===== config.mk =====
export PLATFORM = sky130hd
export DESIGN_NAME = qot_timer
export DESIGN_NICKNAME = d
export VERILOG_FILES = /design/src/include/qot_pkg.sv /design/src/hw/qot_timer.sv
export SDC_FILE = /design/constraint.sdc
export NUM_CORES = 1
export LEC_CHECK = 0
export ABC_AREA = 0
export BUFFER_PORTS_ARGS = -buffer_cell sky130_fd_sc_hd__buf_4
export CORE_ASPECT_RATIO = 0.9
export CORE_MARGIN = 10
export CORE_UTILIZATION = 46
export CTS_CLUSTER_SIZE = 24
export DETAILED_ROUTE_END_ITERATION = 7
export MAX_ROUTING_LAYER = met4
export PLACE_DENSITY = 0.67
export SLEW_MARGIN = 10
export SYNTH_ARGS = -nofsm -noshare
export SYNTH_HDL_FRONTEND = slang
export SYNTH_SLANG_ARGS = --single-unit

===== constraint.sdc =====
create_clock -name clk_i -period 6.7 [get_ports clk_i]
set_input_delay 1.34 -clock clk_i [delete_from_list [all_inputs] [get_ports clk_i]]
set_output_delay 1.34 -clock clk_i [all_outputs]
set_load 0.02 [all_outputs]

===== src/include/qot_pkg.sv =====
// package for the quadrature and one-shot timer channel
// assumes a 100 MHz system clock and a 32-bit avalon-mm slave port
package qot_pkg;

    // ****************************************
    // register map (byte addresses)
    // ****************************************
    localparam logic [3:0] ADDR_COUNT = 4'h0;
    localparam logic [3:0] ADDR_CTRL = 4'h4;
    localparam logic [3:0] ADDR_STATUS = 4'h8;

    // ****************************************
    // control and status register fields
    // ****************************************
    localparam int CTRL_START = 0;
    localparam int CTRL_OS_START = 1;
    localparam int CTRL_MODE = 2;
    localparam int CTRL_FREE_RUN = 3;
    localparam int CTRL_X4 = 4;
    localparam int CTRL_CLK_LO = 5;
    localparam int CTRL_CLK_HI = 6;
    localparam int CTRL_TRIG_EXT = 7;
    localparam int CTRL_TRIG_OVF = 8;
    localparam int CTRL_PULSE_EN = 9;

    localparam int STAT_RUN = 0;
    localparam int STAT_IRQ = 1;

    // ****************************************
    // constants
    // ****************************************
    localparam logic [15:0] CNT_MAX = 16'hffff;
    localparam logic [15:0] CNT_ZERO = 16'h0000;
    localparam logic [15:0] CNT_ONE = 16'h0001;
    localparam logic [1:0] CLK_DIV1 = 2'h0;
    localparam logic [1:0] CLK_DIV8 = 2'h1;
    localparam logic [1:0] CLK_DIV32 = 2'h2;
    localparam logic [1:0] CLK_SUB32 = 2'h3;
    localparam logic [4:0] DIV8_LAST = 5'h07;
    localparam logic [4:0] DIV32_LAST = 5'h1f;

    // processing per channel
    localparam logic [1:0] PROC_SELECT = 2'h0;
    localparam logic [1:0] PROC_NORMAL = 2'h1;
    localparam logic [1:0] PROC_X4 = 2'h2;

    typedef enum logic [1:0] {
        QOT_IDLE = 2'b01,
        QOT_RUN = 2'b10
    } qot_state_e;

endpackage : qot_pkg


===== src/hw/qot_timer.sv =====
// quadrature event counter / one-shot timer channel with avalon-mm registers
// assumes pins synchronous-sampled here, subclock_div32 a one-cycle tick input
`timescale 1ns/1ps
`default_nettype none

// Function
// - two-phase mode counts from input pin and output pin, both used as inputs
// - direction from phase relation; over/underflow loads reload value unless free-run
// - divide by ffff-n+1 counting up, n+1 counting down
// - two-phase counting only while start flag is one
// - two-phase mode raises interrupt on every overflow or underflow
// - counter read in two-phase mode returns current count
// - write stopped loads reload and counter; running loads reload only
// - normal: with out pin high, in rising counts up, falling down
// - x4: every edge of both pins counts, direction from phase
// - channel three selectable; two and seven normal; four fixed x4
// - one-shot counts down, at zero reloads and stops; period n clocks
// - trigger during one-shot count reloads and restarts
// - one-shot starts on external trigger, timer overflow or software flag
// - one-shot stops after reload at zero or start flag cleared
// - one-shot interrupt when count reaches zero
// - counter read in one-shot mode is undefined
// - one-shot in pin is trigger input, out pin pulse output
// - free-run suppresses automatic reload in two-phase counting
// - free-run counter wraps through over/underflow without reload
module qot_timer #(
    parameter logic [1:0] PROC_KIND = qot_pkg::PROC_SELECT
) (
    input wire logic clk_i,
    input wire logic srst_i,
    input wire logic [3:0] avs_address_i,
    input wire logic avs_read_i,
    input wire logic avs_write_i,
    input wire logic [31:0] avs_writedata_i,
    input wire logic [3:0] avs_byteenable_i,
    output logic [31:0] avs_readdata_o,
    output logic avs_waitrequest_o,
    input wire logic timer_in_pin_i,
    input wire logic timer_out_pin_i,
    output logic timer_out_pin_o,
    output logic timer_out_pin_oe_o,
    input wire logic subclock_div32_i,
    input wire logic ext_overflow_i,
    output logic irq_o
);

    // ****************************************
    // state
    // ****************************************
    typedef struct packed {
        qot_pkg::qot_state_e st;
        logic [15:0] cnt;
        logic [15:0] rld;
        logic [9:0] ctrl;
        logic irq;
        logic pulse;
        logic [1:0] in_s;
        logic [1:0] out_s;
        logic in_p;
        logic out_p;
        logic [1:0] warm;
        logic [4:0] pre;
        logic [31:0] rdata;
        logic ack;
    } qot_state_s;

    qot_state_s q;
    qot_state_s d;

    logic in_rise;
    logic in_fall;
    logic out_rise;
    logic out_fall;
    logic x4_sel;
    logic up_ev;
    logic dn_ev;
    logic tick;
    logic trig;
    logic os_mode;
    logic wr_cnt;
    logic wr_ctrl;
    logic primed;

    // ****************************************
    // edge detection on synchronised pins
    // ****************************************
    // only the second stage is looked at, the first is metastability guard
    // edges masked until sync stages and history hold real pin levels,
    // else a pin resting high would count once after reset
    assign primed = &q.warm;
    assign in_rise = primed & q.in_s[1] & ~q.in_p;
    assign in_fall = primed & ~q.in_s[1] & q.in_p;
    assign out_rise = primed & q.out_s[1] & ~q.out_p;
    assign out_fall = primed & ~q.out_s[1] & q.out_p;

    always_comb begin
        case (PROC_KIND)
            qot_pkg::PROC_X4: x4_sel = 1'b1;
            qot_pkg::PROC_NORMAL: x4_sel = 1'b0;
            default: x4_sel = q.ctrl[qot_pkg::CTRL_X4];
        endcase
    end

    always_comb begin
        if (x4_sel) begin
            // phase: out leads in means up
            up_ev = (in_rise & q.out_s[1]) | (in_fall & ~q.out_s[1])
                | (out_rise & ~q.in_s[1]) | (out_fall & q.in_s[1]);
            dn_ev = (in_fall & q.out_s[1]) | (in_rise & ~q.out_s[1])
                | (out_rise & q.in_s[1]) | (out_fall & ~q.in_s[1]);
        end else begin
            up_ev = in_rise & q.out_s[1];
            dn_ev = in_fall & q.out_s[1];
        end
    end

    // ****************************************
    // one-shot count clock
    // ****************************************
    always_comb begin
        case (q.ctrl[qot_pkg::CTRL_CLK_HI:qot_pkg::CTRL_CLK_LO])
            qot_pkg::CLK_DIV1: tick = 1'b1;
            qot_pkg::CLK_DIV8: tick = (q.pre[2:0] == qot_pkg::DIV8_LAST[2:0]);
            qot_pkg::CLK_DIV32: tick = (q.pre == qot_pkg::DIV32_LAST);
            qot_pkg::CLK_SUB32: tick = subclock_div32_i;
            default: tick = 1'b0;
        endcase
    end

    assign os_mode = q.ctrl[qot_pkg::CTRL_MODE];
    // writes land on the edge that ends the ack cycle after the wait state, never earlier
    assign wr_cnt = avs_write_i & (avs_address_i == qot_pkg::ADDR_COUNT) & q.ack;
    assign wr_ctrl = avs_write_i & (avs_address_i == qot_pkg::ADDR_CTRL) & q.ack;
    assign trig = (q.ctrl[qot_pkg::CTRL_TRIG_EXT] & in_rise)
        | (q.ctrl[qot_pkg::CTRL_TRIG_OVF] & ext_overflow_i)
        | (wr_ctrl & avs_byteenable_i[0] & avs_writedata_i[qot_pkg::CTRL_OS_START]);

    // ****************************************
    // next state
    // ****************************************
    always_comb begin
        d = q;
        d.in_s = {q.in_s[0], timer_in_pin_i};
        d.out_s = {q.out_s[0], timer_out_pin_i};
        d.in_p = q.in_s[1];
        d.out_p = q.out_s[1];
        if (!primed) begin
            d.warm = q.warm + 2'h1;
        end
        d.pre = q.pre + 5'h01;
        d.irq = 1'b0;
        d.ack = 1'b0;
        d.rdata = 32'h0000_0000;

        // ****************************************
        // two-phase counting
        // ****************************************
        if (!os_mode) begin
            d.st = qot_pkg::QOT_IDLE;
            d.pulse = 1'b0;
            if (q.ctrl[qot_pkg::CTRL_START] && (up_ev ^ dn_ev)) begin
                if (up_ev) begin
                    if (q.cnt == qot_pkg::CNT_MAX) begin
                        d.irq = 1'b1;
                        // up from n takes ffff-n+1 events to wrap
                        d.cnt = q.ctrl[qot_pkg::CTRL_FREE_RUN]
                            ? qot_pkg::CNT_ZERO : q.rld;
                    end else begin
                        d.cnt = q.cnt + qot_pkg::CNT_ONE;
                    end
                end else begin
                    if (q.cnt == qot_pkg::CNT_ZERO) begin
                        d.irq = 1'b1;
                        d.cnt = q.ctrl[qot_pkg::CTRL_FREE_RUN]
                            ? qot_pkg::CNT_MAX : q.rld;
                    end else begin
                        d.cnt = q.cnt - qot_pkg::CNT_ONE;
                    end
                end
            end
        end else begin
            // ****************************************
            // one-shot
            // ****************************************
            case (q.st)
                qot_pkg::QOT_IDLE: begin
                    d.pulse = 1'b0;
                    // start flag must be set, a bare trigger would give a one-cycle pulse
                    if (trig && q.ctrl[qot_pkg::CTRL_START]
                        && q.rld != qot_pkg::CNT_ZERO) begin
                        d.st = qot_pkg::QOT_RUN;
                        d.cnt = q.rld;
                        d.pulse = 1'b1;
                        // prescaler restarts so the first count clock is a whole one
                        d.pre = '0;
                    end
                end
                qot_pkg::QOT_RUN: begin
                    if (!q.ctrl[qot_pkg::CTRL_START]) begin
                        d.st = qot_pkg::QOT_IDLE;
                        d.pulse = 1'b0;
                    end else if (trig) begin
                        d.cnt = q.rld;
                        d.pre = '0;
                    end else if (tick) begin
                        if (q.cnt == qot_pkg::CNT_ONE) begin
                            // n ticks from load to zero
                            d.irq = 1'b1;
                            d.cnt = q.rld;
                            d.st = qot_pkg::QOT_IDLE;
                            d.pulse = 1'b0;
                        end else begin
                            d.cnt = q.cnt - qot_pkg::CNT_ONE;
                        end
                    end
                end
                default: begin
                    d.st = qot_pkg::QOT_IDLE;
                end
            endcase
        end

        // ****************************************
        // register access, one wait state
        // ****************************************
        if ((avs_read_i || avs_write_i) && !q.ack) begin
            d.ack = 1'b1;
        end
        if (wr_cnt) begin
            if (avs_byteenable_i[0]) begin
                d.rld[7:0] = avs_writedata_i[7:0];
            end
            if (avs_byteenable_i[1]) begin
                d.rld[15:8] = avs_writedata_i[15:8];
            end
            // running loads reload only; next reload moves it in
            if (!q.ctrl[qot_pkg::CTRL_START] || (os_mode && q.st == qot_pkg::QOT_IDLE)) begin
                d.cnt = d.rld;
            end
        end
        if (wr_ctrl) begin
            if (avs_byteenable_i[0]) begin
                d.ctrl[7:0] = avs_writedata_i[7:0];
                d.ctrl[qot_pkg::CTRL_OS_START] = 1'b0;
            end
            if (avs_byteenable_i[1]) begin
                d.ctrl[9:8] = avs_writedata_i[9:8];
            end
        end
        if (avs_read_i && !q.ack) begin
            case (avs_address_i)
                // one-shot count reads are not meaningful to software
                qot_pkg::ADDR_COUNT: d.rdata = {16'h0000, q.cnt};
                qot_pkg::ADDR_CTRL: d.rdata = {22'h000000, q.ctrl};
                qot_pkg::ADDR_STATUS: begin
                    d.rdata[qot_pkg::STAT_RUN] = (q.st == qot_pkg::QOT_RUN);
                    d.rdata[qot_pkg::STAT_IRQ] = q.irq;
                end
                default: d.rdata = 32'h0000_0000;
            endcase
        end
    end

    // ****************************************
    // registers
    // ****************************************
    always_ff @(posedge clk_i) begin
        if (srst_i) begin
            q <= '0;
            q.st <= qot_pkg::QOT_IDLE;
        end else begin
            q <= d;
        end
    end

    // ****************************************
    // outputs
    // ****************************************
    assign avs_waitrequest_o = (avs_read_i | avs_write_i) & ~q.ack;
    assign avs_readdata_o = q.rdata;
    assign irq_o = q.irq;
    assign timer_out_pin_o = q.pulse;
    // out pin is an input in two-phase mode
    assign timer_out_pin_oe_o = os_mode & q.ctrl[qot_pkg::CTRL_PULSE_EN];

endmodule : qot_timer

`default_nettype wire


---- Word level (Yosys, flattened, before mapping) ----
Cells that the tools add are included.
cells by class
  add/subtract/negate cells ............... 4
  eq/ne operators ......................... 15
  mux-type cells .......................... 45
  bitwise gates (word level) .............. 43
  reductions and logical operators ........ 22
operators with widths
  operator               number
  $mux 16                11
  $mux 18                2
  $mux 32                1
  $pmux 16 s2            1
  $pmux 14 s2            1
  $and 1x1->1            26
  $mux 5                 4
  $add 16x1->16 const B  1
  $eq 16x1->1 const B    1
  $eq 16x16->1 const B   1
  $logic_not 16->1       1
  $mux 8                 2
  $reduce_bool 16->1     1
  $sub 16x1->16 const B  1
  $mux 2                 7
  $mux 1                 11
  $pmux 5 s2             1
  $ne 3x3->1 const B     3
  $or 1x1->1             9
  $reduce_and 4->1       2
  $not 1->1              7
  $eq 2x2->1 const B     3
  $logic_and 1x1->1      6
  $pmux 2 s3             1
  other kinds (19)       25
storage, ports and cells
  register bits ........................... 91
  input port bits ......................... 48
  output and inout bits ................... 36
  word-level logic and storage cells ...... 144

---- Depth between registers and ports, before layout ----
Gate-level depths: netlist (run 1).
  word-level depth ........................ 14
  depth in mapped cells ................... 11
  depth with buffers taken out ............ 10

---- Worst setup path before layout (run 1) ----
Ideal clock, no wire load.
  path type ............................... input to output
  start ................................... input avs_write_i
  end ..................................... output avs_waitrequest_o
  data arrival time ....................... 1894 ps
  path slack .............................. 3466 ps
  stages on the path ...................... 3
  path buffers ............................ 1
  cells stage by stage .................... clkbuf_1 -> nor2_1 -> nor2_1
between the ends
  longest elaborated chain between the ends .. 2
RTL lines
  item                line              RTL
  start: declaration  qot_timer.sv:33   input wire logic avs_write_i,
  $or 1x1->1          qot_timer.sv:279  assign avs_waitrequest_o = (avs_read_i | avs_write_i) & ~q.ack;
  $and 1x1->1         qot_timer.sv:279
  end: declaration    qot_timer.sv:37   output logic avs_waitrequest_o,
Every way passes these cells.

---- Worst setup path in the final report (run 1) ----
  start ................................... input avs_address_i[2]
  end ..................................... register q[82] (netlist bit)
between the ends
  longest elaborated chain between the ends .. 13
  elaborated cells between the ends (all ways) .. 18
  those cells by class .................... 1 x eq/ne; 7 x mux; 7 x bitwise; 3 x reduce/logical
RTL lines
  item                      line              RTL
  start: declaration        qot_timer.sv:31   input wire logic [3:0] avs_address_i,
  $eq 4x3->1                qot_timer.sv:133  assign wr_ctrl = avs_write_i & (avs_address_i == qot_pkg::ADDR_CTRL) & q.ack;
  $and 1x1->1 (2 in a row)  qot_timer.sv:133
  $and 1x1->1 (2 in a row)  qot_timer.sv:136  | (wr_ctrl & avs_byteenable_i[0] & avs_writedata_i[qot_pkg::CTRL_OS_START]);
  $or 1x1->1                qot_timer.sv:136
  $logic_and 1x1->1         qot_timer.sv:189  if (trig && q.ctrl[qot_pkg::CTRL_START]
  $logic_and 1x1->1         qot_timer.sv:190  && q.rld != qot_pkg::CNT_ZERO) begin
  $mux 18                   qot_timer.sv:189
  $pmux 16 s2               qot_timer.sv:185  case (q.st)
  $mux 16                   qot_timer.sv:158  if (!os_mode) begin
  $mux 16                   qot_timer.sv:237  if (!q.ctrl[qot_pkg::CTRL_START] || (os_mode && q.st == qot_pkg::QOT_IDLE)) begin
  $mux 32 *                 qot_timer.sv:229  if (wr_cnt) begin
  end: declaration          qot_timer.sv:67   qot_state_s q;
Mark *: on every way between the ends. The rest lies on a longest branch, timed or not. The select of a mux whose other input is x is not followed.
A chain may end at the register's enable or synchronous reset.

==> results.yml, run 1 <==
run_status:
  outcome: "finished, final reports clean"
setup_path:
  crit_path_start_kind: "primary input"
  startpoint: "avs_address_i[2]"
  rrSetupSlack_ns: 3.35
  critical_path_class: "in -> reg"
  path_common_cell: "buf_4"
  r2r_start: "q[74]$_SDFF_PP0_"
  cp_cell_sequence: "buf_4 > nor4b_2 > buf_4 > and4_1 > nor2_1 > nand2_1 > o211ai_1 > o2111ai_1 > a221oi_1"
  worstPathMaxFanout: 11
  crit_required_ns: 6.95
  r2r-end: "q[76]$_SDFF_PP0_"
  reg2reg_depth: 9
  cp_slowest_cell: "nor2_1"
  endpoint_kind: "register"
  max_stage_delay_ns: 0.78
  cp.arrival_ns: 4.09
logic_synthesis:
  synth_area_um2: 5360
  synth-seq-cells: 75
  synth_top_area_share_pct: 28.0
  ys_warn_count: 0
  postSynthCellCount: 673
  yosysSeqAreaShare_pct: 28.0
  synth_flop_cell: "dfxtp_1"
  ys_types: 73
  synth_edf_count: 0
  synth_top_cell_by_area: "dfxtp_1"
  synthTopCellsByArea: "dfxtp_1, mux2i_1, nor2_1, buf_4, a211oi_1"
  async_reset_ff_share_pct: 0
  syn_avg_cell_area_um2: 7.97
timing:
  holdWs_ns: 0.439
  post-route-period-util_pct: 57.3
  relSlewSlack_pct: 23.6
  layout_min_cycle_time_ns: 3.84
  rsz0062_at_grt: "false"
  timing.final.hold_violations: 0
  worst_pin_slew_ns: 1.14
  worst_slack_ns: 2.86
  skew_ns: 0.0113
  finalMaxSlewViolations: 0
  setup_viol: 0
  setup_tns_ns: 0
  fmax_ghz: 0.261
clock_tree:
  clkTransAtPathRegs_ns: 0.06
  cts_root_buf: "clkbuf_16"
  cts_resized: 0
  clock_path_buffers: 2
  cts_tree: "done"
  cts-buffers-inserted: 9
  cts_setup_buffers: 0
  clk_latency_ns: 0.35
  clkSinkCount: 75
  htree_levels: 3
  cts_hold_buffers: 0
place:
  post-place-ws_ns: 2.62
  placed_area_um2: 5600
  post-dp-hpwl_um: 14200
  gp_congestion: 0.974
  io_buffer_count: 49
drt:
  via_count: 5294
  viasPerCell: 6.34
  antenna_left: 0
  drtIter0Drc: 658
  drtPass1Iterations: 5
  wl_per_cell_um: 23.5
  wirelength_um: 19700
  drc: 0
final_layout:
  drive_gt1_share_pct: 13.8
  syn2layout_area_growth_pct: 9.29
  design_area_um2: 5860
  final_common_cell: "nor2_1"
  finalCoreUtilization_pct: 51.2
  final_cell_mix: "nor2_1, dfxtp_1, buf_4"
  antenna_cells: 0
  finalNetCount: 732
  multi_input_area_um2: 3430
  regArea_um2: 1500
  nFillCells: 1153
worst_hold_path:
  whs_path_depth: 1
  min_path_type: "reg -> reg"
  hp-start: "d[43]$_SDFF_PP0_"
  whs_endpoint: "d[40]$_SDFF_PP0_"
global_route:
  antenna_found_initial: 0
  globalRoute.totalOverflow: 0
  grt_pass1_vias: 5160
  grt_pass1_wl_um: 30200
  grt_usage_pct: 24.2
  grt_max_degree: 54
floorplan:
  start_util_pct: 46.9
  dieHeight_um: 122
  die_area_um2: 16400
  rows: 37
  pin_count: 84
  dieWidth_um: 134
  core_um2: 11400
power:
  power.leakage_nw: 2.35
  power_density_nw_per_um2: 175
  max-vdd-ir-drop_v: 0.000139
run:
  cap_violations: 0
==> worst max path at each step <==
| stage | endpoint | slack [ns] | depth (start not counted) |
|---|---|---|---|
| global route | q[82]$_SDFF_PP0_ | 2.70 | 9 |
| finish | q[82]$_SDFF_PP0_ | 2.86 | 9 |
| floorplan | avs_waitrequest_o | 3.47 | 3 |
| detailed placement | q[76]$_SDFF_PP0_ | 2.62 | 9 |
| global placement | q[76]$_SDFF_PP0_ | 2.65 | 9 |
| CTS | q[76]$_SDFF_PP0_ | 2.96 | 9 |
==> per-layer routing <==
layer,routed length (um),GRT usage (%)
met1,8970,31.8
met2,8770,36.5
met3,1540,5.11
met4,384,7.47
met5,0,-
==> cells in the mapped netlist (12+ instances only) <==
cell type	count
a211oi_1	20
dfxtp_1	75
a21oi_1	26
nand4_1	14
nor3_1	25
nand2_1	36
buf_2	14
nor2_1	79
o21ai_0	23
nand3_1	17
nor2b_1	22
clkbuf_1	32
mux2i_1	38
and2_1	13
buf_4	35
inv_1	12
xnor2_1	16
==> power by group <==
group / total [mW] / switching, mW / internal [mW]
combinational: 0.115 / 0.0718 / 0.0433
clock: 0.446 / 0.197 / 0.249
sequential: 0.463 / 0.00942 / 0.453
==> state kept, by name, summed over array words and instances, names as in the netlist <==
signal / cells
d: 4
os_mode: 1
q: 52
timer_out_pin_o: 1
irq_o: 1
avs_readdata_o: 16
==> logic make-up (layout without fill, tap and decap cells) <==
group,Yosys count,in the layout,share of synthesized area (%)
and+or+nand+nor,264,264,26.4
DFF,75,75,28.0
adders and majority gates,10,10,2.33
other,1,16,0.0699
AOI/OAI and AO/OA,163,163,22.1
buffers and inverters,94,85,9.36
xor gates and xnor gates,27,27,4.41
muxes,39,39,7.30
==> metrics by stage <==
step	instances	power, mW
2_1_floorplan	688	0.551
3_3_place_gp	819	0.582
3_5_place_dp	819	0.585
4_1_cts	835	1.03
5_1_grt	835	1.06
6_report	835	1.02
==> worst max-delay path: cells and delay by family <==
family	cells	cell delay, ns
AND/OR/NAND/NOR	4	1.62
AO/OA/AOI/OAI	3	0.80
buffers and inverters	2	0.32
==> layout make-up <==
cell class	count	area share (%)
multi-input cells	519	58.5
flip-flops and latches	75	25.6
clock inverters	5	0.512
inverters	12	0.769
clock buffers	11	3.97
repair buffers	57	7.30
well taps	156	3.33
Note: power is estimated with default switching activity, not from simulation.
==> inputs of run 2 (changes only) <==
- PLACE_DENSITY: 0.67 -> 0.69
- clock period: 6.7 -> 3.35 ns (I/O delays scaled with it)
==> run 2 against run 1 <==
Critical path depth decreased by 2. Sequential share of layout area is 0.90 points lower. Via count up 0.93%. First-iteration DRC count fell by 16%. Register-to-register slack worse by 3.0 ns. Highest routed layer unchanged. Die area did not move. Clock-buffer cell count grew 1. Wire length decreased by 1.6%. Clock power up 110%. Cell count increased by 3.0%. Hold slack better by 0.0089 ns. Combinational power up 100%.
==> results.yml, run 2 (synthesis results as in run 1) <==
power:
  power_density_nw_per_um2: 344
  max-vdd-ir-drop_v: 0.000320
  power.leakage_nw: 2.49
worst_hold_path:
  whs_path_depth: 1
  min_path_type: "reg -> reg"
  hp-start: "d[43]$_SDFF_PP0_"
drt:
  drtPass1Iterations: 5
  drc: 0
  via_count: 5343
  antenna_left: 0
  viasPerCell: 6.21
  wirelength_um: 19400
  drtIter0Drc: 551
  wl_per_cell_um: 22.5
global_route:
  grt_pass1_vias: 5193
  grt_pass1_wl_um: 30000
  grt_busiest_layer: "met2"
  grtUsageMet2_pct: 36.6
  grt_max_degree: 54
  grtUsageMet3_pct: 7.11
  globalRoute.totalOverflow: 0
  grt_usage_pct: 24.2
  antenna_found_initial: 0
  use_met1_pct: 31.0
final_layout:
  finalNetCount: 758
  drive_gt1_share_pct: 17.0
  final_cell_mix: "buf_4, nor2_1, dfxtp_1"
  syn2layout_area_growth_pct: 13.3
  final_common_cell: "buf_4"
  regMostFlops: "q"
  nFillCells: 1129
  largest_reg_flops: 52
  antenna_cells: 0
clock_tree:
  clk_latency_ns: 0.35
  cts_hold_buffers: 0
  clkTransAtPathRegs_ns: 0.06
  htree_levels: 3
  cts_setup_buffers: 0
  cts_root_buf: "clkbuf_16"
  cts_tree: "done"
  cts_resized: 0
  clock_path_buffers: 2
  clkSinkCount: 75
  cts-buffers-inserted: 9
floorplan:
  start_util_pct: 46.9
  die_area_um2: 16400
  pin_count: 84
  dieHeight_um: 122
  dieWidth_um: 134
  rows: 37
  core_um2: 11400
place:
  post-dp-hpwl_um: 14300
  post-place-ws_ns: 0.507
  gp_congestion: 1.00
  io_buffer_count: 49
timing:
  timing.final.hold_violations: 0
  post-route-period-util_pct: 88.8
  rsz0062_at_grt: "false"
  holdWs_ns: 0.448
  skew_ns: 0.0113
  layout_min_cycle_time_ns: 2.98
  finalMaxSlewViolations: 0
  fmax_ghz: 0.336
  relSlewSlack_pct: 47.9
  worst_slack_ns: 0.375
  setup_tns_ns: 0
  worst_pin_slew_ns: 0.782
  setup_viol: 0
setup_path:
  reg2reg_depth: 7
  r2r_start: "q[78]$_SDFF_PP0_"
  crit_path_start_kind: "register"
  critical_path_class: "reg -> reg"
  cp.arrival_ns: 3.21
  crit_required_ns: 3.59
  startpoint: "q[78]$_SDFF_PP0_"
  endpoint_kind: "register"
  worstPathMaxFanout: 12
run_status:
  outcome: "finished, final reports clean"
run:
  cap_violations: 0
[run 2: changes by cell type in the layout (fill, tap and decap cells not counted), sizes merged]
cell    delta
buf       +26
clkinv     -2
clkbuf     +1
[run 2: final cells by class]
type / count / area [um2] / area share [%]
repair buffers: 83 / 623 / 10.3
multi-input cells: 519 / 3430 / 56.4
well taps: 156 / 195 / 3.21
clock buffers: 12 / 256 / 4.22
flip-flops and latches: 75 / 1500 / 24.7
clock inverters: 3 / 23.8 / 0.392
inverters: 12 / 45.0 / 0.742
[run 2: per-layer routing]
metal	up-vias	part of all wire, %
met3	29	9.7
met1	2552	43
met5	-	0
met2	282	45
met4	0	1.8
li1	2480	-
[run 2: power breakdown]
group / internal (mW) / leakage, nW / switching, mW
clock network: 0.539 / 0.131 / 0.389
registers: 0.907 / 0.607 / 0.0183
logic: 0.0917 / 1.75 / 0.143
[run 2: final timing paths]
kind,to,slack [ns]
worst max-delay path,q[82]$_SDFF_PP0_,0.37
worst max register to register,q[82]$_SDFF_PP0_,0.37
worst min register to register,d[40]$_SDFF_PP0_,0.45
worst min-delay path,d[40]$_SDFF_PP0_,0.45
[run 2: through the flow]
step	instance area (um2)	util [%]	power, mW	std cells
after global routing	6070	53.1	2.17	860
after detailed placement	5790	50.7	1.17	845
after global placement	5790	50.7	1.17	845
after floorplan	5420	-	1.10	688
final	6070	53.1	2.09	860
after CTS	6070	53.1	2.10	860
[run 2: critical path, cell delays in order (launching register included)]
cell and delay, ns:
dfxtp_1 0.68, nand4_1 0.31, or4_1 0.81, nor2_4 0.28
a211oi_1 0.11, o21ai_1 0.20, o311ai_1 0.13, a221oi_1 0.35
==> inputs of run 3 (changes only) <==
- ABC_AREA: 0 -> 1
==> run 3 against run 2 <==
Hold slack worse by 0.046 ns. Maximum frequency grew 15%. Register-to-register slack better by 0.39 ns. Highest routed layer unchanged.
==> results.yml, run 3 <==
drt:
  viasPerCell: 5.48
  drtPass1Iterations: 7
  drc: 0
  wl_per_cell_um: 17.2
  antenna_left: 0
  via_count: 6174
  drtIter0Drc: 789
  wirelength_um: 19300
final_layout:
  antenna_cells: 0
  finalNetCount: 1020
  drive_gt1_share_pct: 12.3
  syn2layout_area_growth_pct: 10.0
  regMostFlops: "q"
  finalCoreUtilization_pct: 51.8
  largest_reg_flops: 52
  final_common_cell: "nand2_1"
  final_cell_mix: "nand2_1, nor2_1, inv_1"
timing:
  setup_tns_ns: 0
  fmax_ghz: 0.387
  relSlewSlack_pct: 54.6
  rsz0062_at_grt: "false"
  post-route-period-util_pct: 77.0
  layout_min_cycle_time_ns: 2.58
  finalMaxSlewViolations: 0
  timing.final.hold_violations: 0
  skew_ns: 0.00895
  worst_pin_slew_ns: 0.680
  setup_viol: 0
setup_path:
  critical_path_class: "reg -> reg"
  endpoint_kind: "register"
  crit_path_start_kind: "register"
  crit_required_ns: 3.66
  cp.arrival_ns: 2.89
  worstPathMaxFanout: 8
logic_synthesis:
  synth_flop_cell: "dfxtp_1"
  yosys.area_share.simple_pct: 39.0
  syn_avg_cell_area_um2: 6.04
  async_reset_ff_share_pct: 0
  synth_top_cell_by_area: "dfxtp_1"
  synth_top_area_share_pct: 26.4
  synthMostInstantiatedCell: "nand2_1"
  synthXorXnorAreaFrac_pct: 2.31
  yosysSeqAreaShare_pct: 26.4
  postSynthCellCount: 942
  synth-adder-area-share_pct: 2.20
  synth-seq-cells: 75
  synth_common_cells: "nand2_1, nor2_1, inv_1"
  synth_compound_area_share_pct: 15.6
  ys_types: 41
  synth_area_um2: 5690
  synth_edf_count: 0
  synth.mux.area_fraction_pct: 0.528
  ys_warn_count: 0
  synth_top_family_by_area: "simple AND/OR/NAND/NOR gates"
  synthTopCellsByArea: "dfxtp_1, nand2_1, nor2_1, a21oi_1, o21ai_0"
floorplan:
  core_um2: 12100
  dieWidth_um: 137
  rows: 38
  start_util_pct: 47.1
  die_area_um2: 17200
  dieHeight_um: 125
  pin_count: 84
power:
  max-vdd-ir-drop_v: 0.000288
  power.leakage_nw: 2.94
  power_density_nw_per_um2: 355
clock_tree:
  cts_root_buf: "clkbuf_16"
  cts_resized: 0
  clkTransAtPathRegs_ns: 0.07
  cts_hold_buffers: 0
  clk_latency_ns: 0.36
  clock_path_buffers: 2
  clkSinkCount: 75
  htree_levels: 3
  cts_setup_buffers: 0
  cts-buffers-inserted: 9
  cts_tree: "done"
worst_hold_path:
  min_path_type: "reg -> reg"
run_status:
  outcome: "finished, final reports clean"
global_route:
  grt_pass1_wl_um: 31000
  grt_usage_pct: 23.6
  grt_max_degree: 25
  grt_pass1_vias: 5698
  globalRoute.totalOverflow: 0
  antenna_found_initial: 0
run:
  cap_violations: 0
place:
  gp_congestion: 1.04
  io_buffer_count: 49
  post-dp-hpwl_um: 14500
run 3: changes by cell type in the layout (fill, tap and decap cells not counted), sizes merged, moves of 13 or more:
cell	delta
nand2	+272
inv	+71
nand3	+49
nor2	+46
a21oi	+44
o21ai	+37
mux2i	-35
nor2b	-22
buf	-18
a211oi	-16
nor3	-15
xnor2	-14
and2	-13
run 3: metal layers:
layer  track usage, %  wire (um)
met1             32.0       8500
met4             8.86        618
met2             32.1       7840
met3             6.77       2400
met5                -          0
run 3: per-stage QoR:
step | total power [mW] | std cells | worst slack (ns) | instance area, um2 | hold WS, ns
after detailed placement | 1.20 | 1111 | 0.757 | 5950 | 0.394
after global placement | 1.20 | 1111 | 0.727 | 5950 | 0.395
after CTS | 2.23 | 1127 | 0.865 | 6260 | 0.406
final | 2.22 | 1127 | 0.769 | 6260 | 0.402
after floorplan | 1.13 | 957 | 1.38 | 5740 | 0.388
after global routing | 2.31 | 1127 | 0.581 | 6260 | 0.418
run 3: path summary, 6_finish.rpt:
kind	slack [ns]	from	end	cells past startpoint
min	0.40	d[45]$_SDFF_PP0_	d[41]$_SDFF_PP0_	2
max reg2reg	0.77	q[33]$_SDFF_PP0_	q[86]$_SDFF_PP0_	14
min reg2reg	0.40	d[45]$_SDFF_PP0_	d[41]$_SDFF_PP0_	2
max	0.77	q[33]$_SDFF_PP0_	q[86]$_SDFF_PP0_	14
run 3: cells by family after synthesis:
group,after synthesis
buf+inv,153
fa+ha+maj,10
compound gates,162
mux,3
simple gates,523
other cells,1
flops,75
xor+xnor,15
run 3: where the power goes:
group / internal [mW] / switching (mW) / total (mW)
Combinational: 0.0904 / 0.176 / 0.266
Sequential: 0.907 / 0.0148 / 0.922
Clock: 0.591 / 0.443 / 1.03
Total: 1.59 / 0.634 / 2.22
run 3: layout make-up:
class | count | area (um2)
inverter | 82 | 308
fill | 1335 | 5820
sequential | 75 | 1500
tap | 160 | 200
timing repair buffer | 65 | 488
multi-input combinational | 729 | 3450
clock inverter | 7 | 82.6
clock buffer | 9 | 225
run 3: critical path, cell delays in order, from the launching register on:
cell and delay, ns:
dfxtp_1 0.32, ha_1 0.21, and3_1 0.15, ha_1 0.17
nand3_1 0.10, nand2_1 0.05, nor2_1 0.38, nand2_1 0.38
o22ai_1 0.32, nand2_1 0.10, nand2_1 0.08, nand2_1 0.04
nand3_1 0.13, nand2_1 0.06, inv_1 0.04
